File: src/inc/rtsam_regs.vh
// Subaddress service map constants for the remote terminal
`ifndef RTSAM_REGS_VH
`define RTSAM_REGS_VH
`define RTSAM_SA_MODE_LO 5'h00
`define RTSAM_SA_MODE_HI 5'h1F
`define RTSAM_SA_EVENT_A 5'h05
`define RTSAM_SA_EVENT_B 5'h06
`define RTSAM_SA_TIME 5'h08
`define RTSAM_SA_TMREQ 5'h0A
`define RTSAM_SA_TMDATA_FIRST 5'h0B
`define RTSAM_SA_TMDATA_LAST 5'h1A
`define RTSAM_SA_TCDATA_FIRST 5'h0B
`define RTSAM_SA_TCDATA_LAST 5'h0E
`define RTSAM_SA_TCDESC 5'h1B
`define RTSAM_SA_LLCMD 5'h1C
`define RTSAM_SA_WRAP 5'h1E
`define RTSAM_SVC_NONE 4'h0
`define RTSAM_SVC_EVENT 4'h1
`define RTSAM_SVC_TIME 4'h2
`define RTSAM_SVC_TMREQ 4'h3
`define RTSAM_SVC_TMDATA 4'h4
`define RTSAM_SVC_TCDATA 4'h5
`define RTSAM_SVC_TCDESC 4'h6
`define RTSAM_SVC_LLCMD 4'h7
`define RTSAM_SVC_WRAP 4'h8
`define RTSAM_SVC_MODE 4'h9
`define RTSAM_WORD_RESET 16'h0000
`endif

File: src/core/rtsam_wrap_mem.v
// Data wrap buffer: words written on receive are read back on transmit
`timescale 1ns/1ps
`include "rtsam_regs.vh"
module rtsam_wrap_mem #(
    parameter DEPTH = 32,
    parameter AW = 5
) (
    clk,
    rstn,
    wrEn,
    wrIdx,
    wrData,
    rdIdx,
    rdData
);
    input wire clk;
    input wire rstn;
    input wire wrEn;
    input wire [AW-1:0] wrIdx;
    input wire [15:0] wrData;
    input wire [AW-1:0] rdIdx;
    output wire [15:0] rdData;

    reg [15:0] mem [0:DEPTH-1];
    reg [DEPTH-1:0] wordWritten_q;

    // Storage without reset keeps this a plain RAM
    always @(posedge clk) begin
        if (wrEn) begin
            mem[wrIdx] <= wrData;
        end
    end

    // Written marks clear on reset, so a read before any write returns zeros instead of stale RAM
    always @(posedge clk or negedge rstn) begin
        if (!rstn) begin
            wordWritten_q <= {DEPTH{1'b0}};
        end else if (wrEn) begin
            wordWritten_q[wrIdx] <= 1'b1;
        end
    end

    // Combinational read; the caller registers it with the other transmit sources
    assign rdData = wordWritten_q[rdIdx] ? mem[rdIdx] : `RTSAM_WORD_RESET;
endmodule

File: src/core/rtsam_service_map.v
// Subaddress service map of the remote terminal: routes data words by subaddress
// Summary of operation
// - Event packets up to 64 octets on 5T/6T
// - Transmit 8 reads internal time status
// - Telemetry transfer request served on 10T
// - Telemetry data on 11T-26T, MSB first
// - Telecommand data accepted on 11R-14R when not broadcast
// - Telecommand confirmation served on 27T
// - Low-level commands arrive on 28R
// - Low-level command status on 28T
// - Data wrap on 30R and 30T; broadcast 30R words are not stored
// - Subaddresses 0 and 31 mean mode commands
// - T/R bit zero receives, one transmits
`timescale 1ns/1ps
`include "rtsam_regs.vh"
module rtsam_service_map #(
    parameter WRAP_DEPTH = 32,
    parameter EVENT_OCTETS = 64
) (
    input wire clk,
    input wire rstn,
    input wire wordValid,
    input wire trBit,
    input wire [4:0] subaddress,
    input wire [4:0] wordIdx,
    input wire [15:0] rxWord,
    input wire bcast,
    input wire [15:0] eventAWord,
    input wire [15:0] eventBWord,
    input wire [15:0] timeWord,
    input wire [15:0] tmReqWord,
    input wire [15:0] tmDataWord,
    input wire [15:0] tcConfWord,
    input wire [15:0] llStatusWord,
    output reg [15:0] txWord,
    output reg txValid,
    output reg [3:0] service,
    output reg modeCmd,
    output reg unusedSa,
    output reg eventAck,
    output reg eventAckB,
    output reg timeStrobe,
    output reg tmConfStrobe,
    output reg tcDataStrobe,
    output reg [1:0] tcDataPart,
    output reg tcDescStrobe,
    output reg llCmdStrobe,
    output reg [15:0] rxWordOut,
    output reg [3:0] tmDataPart,
    output reg eventTooLong
);
    localparam WORD_LIMIT = EVENT_OCTETS / 2;

    wire [15:0] wrapRd;
    reg [3:0] svc;
    reg [15:0] txSel;

    // Classify a subaddress and direction into a service code
    function [3:0] classify;
        input [4:0] sa;
        input tr;
        begin
            if (sa == `RTSAM_SA_MODE_LO || sa == `RTSAM_SA_MODE_HI) begin
                classify = `RTSAM_SVC_MODE;
            end else if (sa == `RTSAM_SA_EVENT_A || sa == `RTSAM_SA_EVENT_B) begin
                classify = `RTSAM_SVC_EVENT;
            end else if (sa == `RTSAM_SA_TIME) begin
                classify = `RTSAM_SVC_TIME;
            end else if (sa == `RTSAM_SA_TMREQ) begin
                classify = `RTSAM_SVC_TMREQ;
            end else if (tr && sa >= `RTSAM_SA_TMDATA_FIRST && sa <= `RTSAM_SA_TMDATA_LAST) begin
                classify = `RTSAM_SVC_TMDATA;
            end else if (!tr && sa >= `RTSAM_SA_TCDATA_FIRST && sa <= `RTSAM_SA_TCDATA_LAST) begin
                classify = `RTSAM_SVC_TCDATA;
            end else if (sa == `RTSAM_SA_TCDESC) begin
                classify = `RTSAM_SVC_TCDESC;
            end else if (sa == `RTSAM_SA_LLCMD) begin
                classify = `RTSAM_SVC_LLCMD;
            end else if (sa == `RTSAM_SA_WRAP) begin
                classify = `RTSAM_SVC_WRAP;
            end else begin
                classify = `RTSAM_SVC_NONE;
            end
        end
    endfunction

    // Transmit source selection by service
    always @* begin
        svc = classify(subaddress, trBit);
        case (svc)
            `RTSAM_SVC_EVENT: begin
                txSel = (subaddress == `RTSAM_SA_EVENT_A) ? eventAWord : eventBWord;
            end
            `RTSAM_SVC_TIME: begin
                txSel = timeWord;
            end
            `RTSAM_SVC_TMREQ: begin
                txSel = tmReqWord;
            end
            `RTSAM_SVC_TMDATA: begin
                txSel = tmDataWord;
            end
            `RTSAM_SVC_TCDESC: begin
                txSel = tcConfWord;
            end
            `RTSAM_SVC_LLCMD: begin
                txSel = llStatusWord;
            end
            `RTSAM_SVC_WRAP: begin
                txSel = wrapRd;
            end
            default: begin
                txSel = `RTSAM_WORD_RESET;
            end
        endcase
    end

    // Wrap words are kept per word index; reads return the last write at that index since reset, zeros before
    rtsam_wrap_mem #(
        .DEPTH(WRAP_DEPTH),
        .AW(5)
    ) uWrap (
        .clk(clk),
        .rstn(rstn),
        .wrEn(wordValid && !trBit && svc == `RTSAM_SVC_WRAP && !bcast),
        .wrIdx(wordIdx),
        .wrData(rxWord),
        .rdIdx(wordIdx),
        .rdData(wrapRd)
    );

    // Slot qualifiers by direction
    wire rxSlot;
    wire txSlot;
    assign rxSlot = wordValid && !trBit;
    assign txSlot = wordValid && trBit;

    // Services that answer a transmit command; mode codes and unused subaddresses get no data word
    function servesData;
        input [3:0] code;
        begin
            servesData = code != `RTSAM_SVC_MODE && code != `RTSAM_SVC_NONE;
        end
    endfunction

    // Service code and refusal flags, one cycle after the word is offered
    always @(posedge clk or negedge rstn) begin
        if (!rstn) begin
            service <= `RTSAM_SVC_NONE;
            modeCmd <= 1'h0;
            unusedSa <= 1'h0;
        end else begin
            service <= wordValid ? svc : `RTSAM_SVC_NONE;
            modeCmd <= wordValid && svc == `RTSAM_SVC_MODE;
            unusedSa <= wordValid && svc == `RTSAM_SVC_NONE;
        end
    end

    // Transmit word and flag; the word loads every cycle and only counts while the flag is high
    always @(posedge clk or negedge rstn) begin
        if (!rstn) begin
            txWord <= `RTSAM_WORD_RESET;
            txValid <= 1'h0;
        end else begin
            txValid <= txSlot && servesData(svc);
            txWord <= txSel;
        end
    end

    // Event words past one message of the configured size are flagged but still served as packet data;
    // with the default of 64 octets a five-bit word index never reaches the limit
    always @(posedge clk or negedge rstn) begin
        if (!rstn) begin
            eventTooLong <= 1'h0;
        end else begin
            eventTooLong <= txSlot && svc == `RTSAM_SVC_EVENT && {27'h0, wordIdx} >= WORD_LIMIT;
        end
    end

    // Part indices track the subaddress every cycle; they mean something only beside their strobe
    always @(posedge clk or negedge rstn) begin
        if (!rstn) begin
            tmDataPart <= 4'h0;
            tcDataPart <= 2'h0;
        end else begin
            tmDataPart <= subaddress[3:0] - 4'hB;
            tcDataPart <= subaddress[1:0] - 2'h3;
        end
    end

    // Receive strobes, one cycle wide, only when T/R is zero
    always @(posedge clk or negedge rstn) begin
        if (!rstn) begin
            eventAck <= 1'h0;
            eventAckB <= 1'h0;
            timeStrobe <= 1'h0;
            tmConfStrobe <= 1'h0;
            tcDataStrobe <= 1'h0;
            tcDescStrobe <= 1'h0;
            llCmdStrobe <= 1'h0;
        end else begin
            eventAck <= rxSlot && subaddress == `RTSAM_SA_EVENT_A;
            eventAckB <= rxSlot && subaddress == `RTSAM_SA_EVENT_B;
            timeStrobe <= rxSlot && svc == `RTSAM_SVC_TIME;
            tmConfStrobe <= rxSlot && svc == `RTSAM_SVC_TMREQ;
            tcDataStrobe <= rxSlot && svc == `RTSAM_SVC_TCDATA && !bcast;
            tcDescStrobe <= rxSlot && svc == `RTSAM_SVC_TCDESC;
            llCmdStrobe <= rxSlot && svc == `RTSAM_SVC_LLCMD;
        end
    end

    // Received word copy; loads every cycle because the strobes say when it is meaningful
    always @(posedge clk or negedge rstn) begin
        if (!rstn) begin
            rxWordOut <= `RTSAM_WORD_RESET;
        end else begin
            rxWordOut <= rxWord;
        end
    end
endmodule

File: config.mk
export PLATFORM = sky130hd
export DESIGN_NAME = rtsam_service_map
export DESIGN_NICKNAME = d
export VERILOG_FILES = /design/src/core/rtsam_wrap_mem.v /design/src/core/rtsam_service_map.v
export VERILOG_INCLUDE_DIRS = /design/src /design/src/inc
export SDC_FILE = /design/constraint.sdc
export NUM_CORES = 1
export LEC_CHECK = 0
export ABC_AREA = 1
export BUFFER_PORTS_ARGS = -buffer_cell sky130_fd_sc_hd__buf_2
export CORE_MARGIN = 1
export CORE_UTILIZATION = 45
export DETAILED_ROUTE_END_ITERATION = 7
export GPL_TIMING_DRIVEN = 0
export SYNTH_ARGS = -nofsm -noshare
export SYNTH_HDL_FRONTEND = slang
export SYNTH_HIERARCHICAL = 1
export SYNTH_SLANG_ARGS = --single-unit
File: constraint.sdc
create_clock -name clk -period 2.12 [get_ports clk]
set_input_delay 0.424 -clock clk [delete_from_list [all_inputs] [get_ports clk]]
set_output_delay 0.424 -clock clk [all_outputs]
set_load 0.1 [all_outputs]
==> results.md <==
- Leak pwr: 0.0139 uW
- Drt wl/cell: 23.7 um
- Synth top area share: 59.1%
- PnR worst setup slack: -229 ps
- Slew Viols, Final: 0
- Antenna Violating Nets Remaining: 0
- Setup crit start kind: primary input
- Cts bufs inserted: 66
- RSZ-0062 raised after global routing: yes
- Crit path DAT: 2670 ps
- Die X: 242 um
- Synth Instances: 2552
- Worst slack, placed: -1770 ps
- PD cells: 829 nW/um^2
- H-tree depth: 3
- Synth Net Count: 2699
- Seq/Total Area, Yosys: 67.0%
- Main area contributors after synthesis: edfxtp_1, nand2_1, dfrtp_1
- Total grt overflow: 0
- Reg2Reg Launch Point: uWrap/wordWritten_q[21]$_DFFE_PN0P_
- Status: finished with violations
- Reg2Reg Setup Slack: 200 ps
- Routed wl met3: 7560 um
- Overall Power: 26900 uW
- P_int: 20100 uW
- Hold Crit Depth: 3
- Die area: 58800 sq um
- CTS tree: done
- Max-cap viol count: 0
- Setup violators final: 529
- Synth Cell Area: 26000 sq um
- Syn Area/Cell: 10.2 sq um
- Yosys reg bits: 594
- Final min period: 2350 ps
- Reg2reg end: txWord[11]$_DFF_PN0_
- Yosys warning total: 6
- Clock Latency Late Sink: 610 ps
- Vias in the first global route: 19700
- PortBufs: 193
- Final period utilization: 111%
- Largest net degree at the start of global routing: 63
- GP Congestion: 1.03
- Layout cells sized above 1: 22.0%
- Hold Crit Class: in -> reg
- Detailed-placement wirelength estimate: 55800 um
- DR vias/cell: 5.42
- WL met2: 42700 um
- Initial drt markers: 1893
- M1 WL: 33800 um
- VDD IR max: 0.773 mV
- Detailed-route via count: 20200
- Worst-path clk slew: 60 ps
- Final hold vios: 0
- Commonest non-fill, non-tap cell in the layout: nand2_1
- Critical path class: in -> reg
- Kind of end point of the critical path: flip-flop
- Row cnt: 87
- Sequential Power Share: 47.6%
- Worst-case reg-to-reg path depth: 13
- Detailed-router iteration count before antenna repair: 8
- Failing checks: design-rule violations, negative setup slack
- Total GRT Usage: 30.0%
- Crit path max fanout: 10
- Initial Util: 45.9%
- Root Driver: clkbuf_16
- Area Growth Syn to Fin: 24.8%
- Clock share of power: 41.7%
- Worst hold endpoint: txValid$_DFF_PN0_
- Setup Skew: 21.3 ps
- Worst Max-Slew Pin Slew: 886 ps
- Nets@finish: 3063
- Sink Count: 594
- Synth unique cells: 30
- Slew headroom: 40.9%
- Max frequency: 426 MHz
- First-pass GRT wire length: 128000 um
- Combinational fraction of design power: 10.6%
- Final WL: 88400 um
- Worst Hold Launch: wordValid
- Switching share of power: 25.3%
- Core box area: 56700 sq um
- Initial antenna violation count: 6
- Clock Tree Buf Depth: 3
- IO Pins: 196
- Worst Path Required: 2440 ps
- Most frequent cells in the layout: nand2_1, edfxtp_1, nand3_1, buf_2, inv_1
- Sw power: 6820 uW
- Synth area leader: edfxtp_1
- Highest metal used: met5
- Die Height: 242 um
- DRC violations left: 2
[sequential cells by signal (all words and copies together), names as in the netlist]
name and flops:
service 4, tcDataStrobe 1, timeStrobe 1, txValid 1, uWrap/mem 512, unusedSa 1
eventAck 1, tmDataPart 4, txWord 16, modeCmd 1, tmConfStrobe 1, tcDescStrobe 1
uWrap/wordWritten_q 32, eventAckB 1, rxWordOut 16, llCmdStrobe 1
[metrics by stage]
stage / setup TNS [ps] / hold WS (ps) / instances / util (%) / instance area (sq um)
floorplan: -389860 / 128 / 2552 / - / 26400
global placement: -917260 / 453 / 3501 / 50.0 / 28300
detailed placement: -927870 / 336 / 3502 / 50.0 / 28400
CTS: -39040 / 52.8 / 3719 / 56.7 / 32200
global route: -116920 / 65.1 / 3724 / 57.2 / 32400
finish: -72860 / 75.0 / 3725 / 57.2 / 32400
[power groups by stage]
stage	logic [uW]	registers, uW	clock network [uW]
global placement	2680	13000	0
finish	2860	12800	11200
global route	3010	12800	11800
floorplan	1100	13600	0
detailed placement	2700	13100	0
CTS	2760	12800	11400
[Yosys cell counts, drive strengths merged]
master  instances
nand2         897
nor3            3
mux2           16
conb            1
nand4          49
ha              4
inv           201
or2            33
o21ai          33
xor2            1
nand3b          1
dfrtp          82
nand3         386
a21oi           5
clkbuf         21
buf           120
edfxtp        512
clkinv          2
nor2          185
[critical path, stage by stage]
cell and delay, ps:
buf_12 110, inv_6 60, ha_4 150, nand3_1 70, a21oi_1 160, nand2_1 100
nand2_2 90, nand2_2 60, nand2_4 70, buf_12 140, nand3_4 80, nor3_4 150
buf_12 150, buf_6 100, nand3_4 130, buf_12 180, nor2_4 210, clkbuf_16 200
[worst max-delay path by stage]
stage / start / to / slack (ps) / cells after the start
after floorplan: subaddress[0] / uWrap/mem[0][0]$_DFFE_PP_ / -730 / 13
after global placement: subaddress[1] / uWrap/mem[12][8]$_DFFE_PP_ / -1710 / 13
after detailed placement: subaddress[1] / uWrap/mem[25][1]$_DFFE_PP_ / -1770 / 13
after CTS: subaddress[0] / uWrap/mem[13][15]$_DFFE_PP_ / -160 / 20
after global routing: subaddress[1] / uWrap/mem[14][15]$_DFFE_PP_ / -300 / 18
final: subaddress[0] / uWrap/mem[3][6]$_DFFE_PP_ / -230 / 18
[metal layers]
layer | vias up | GRT usage (%)
met3 | 226 | 6.77
met5 | - | 0
met2 | 1060 | 50.7
met1 | 9683 | 36.7
li1 | 9216 | -
met4 | 2 | 13.4
[timing repair]
item	4_1_cts	5_1_grt
hold buffers	2	0
gates resized for setup	74	110
pin swaps	41	14
gates cloned	7	5
setup buffers	90	9
endpoints found under the hold margin	21	0
endpoints found under the setup margin	560	560
[layout make-up]
type,count,area [sq um]
flip-flops and latches,594,17400
well taps,756,946
diodes,2,5.00
plain buffers,140,986
inverters,203,774
multi-input cells,1614,7580
fillers,4800,24300
clock buffers,88,1800
clock inverters,31,314
repair buffers,297,2620
[cells by family (layout without fill, tap and decap cells)]
family	Yosys count	after routing	share of synthesized area [%]
AOI/OAI and AO/OA	38	38	0.804
xor gates and xnor gates	1	1	0.0337
adders and majority gates	4	4	0.192
buffers and inverters	344	759	5.92
DFF	594	594	67.0
muxes	16	16	0.693
other	1	3	0.0144
and+or+nand+nor	1554	1554	25.3
Power figures use the tool's default switching activity.
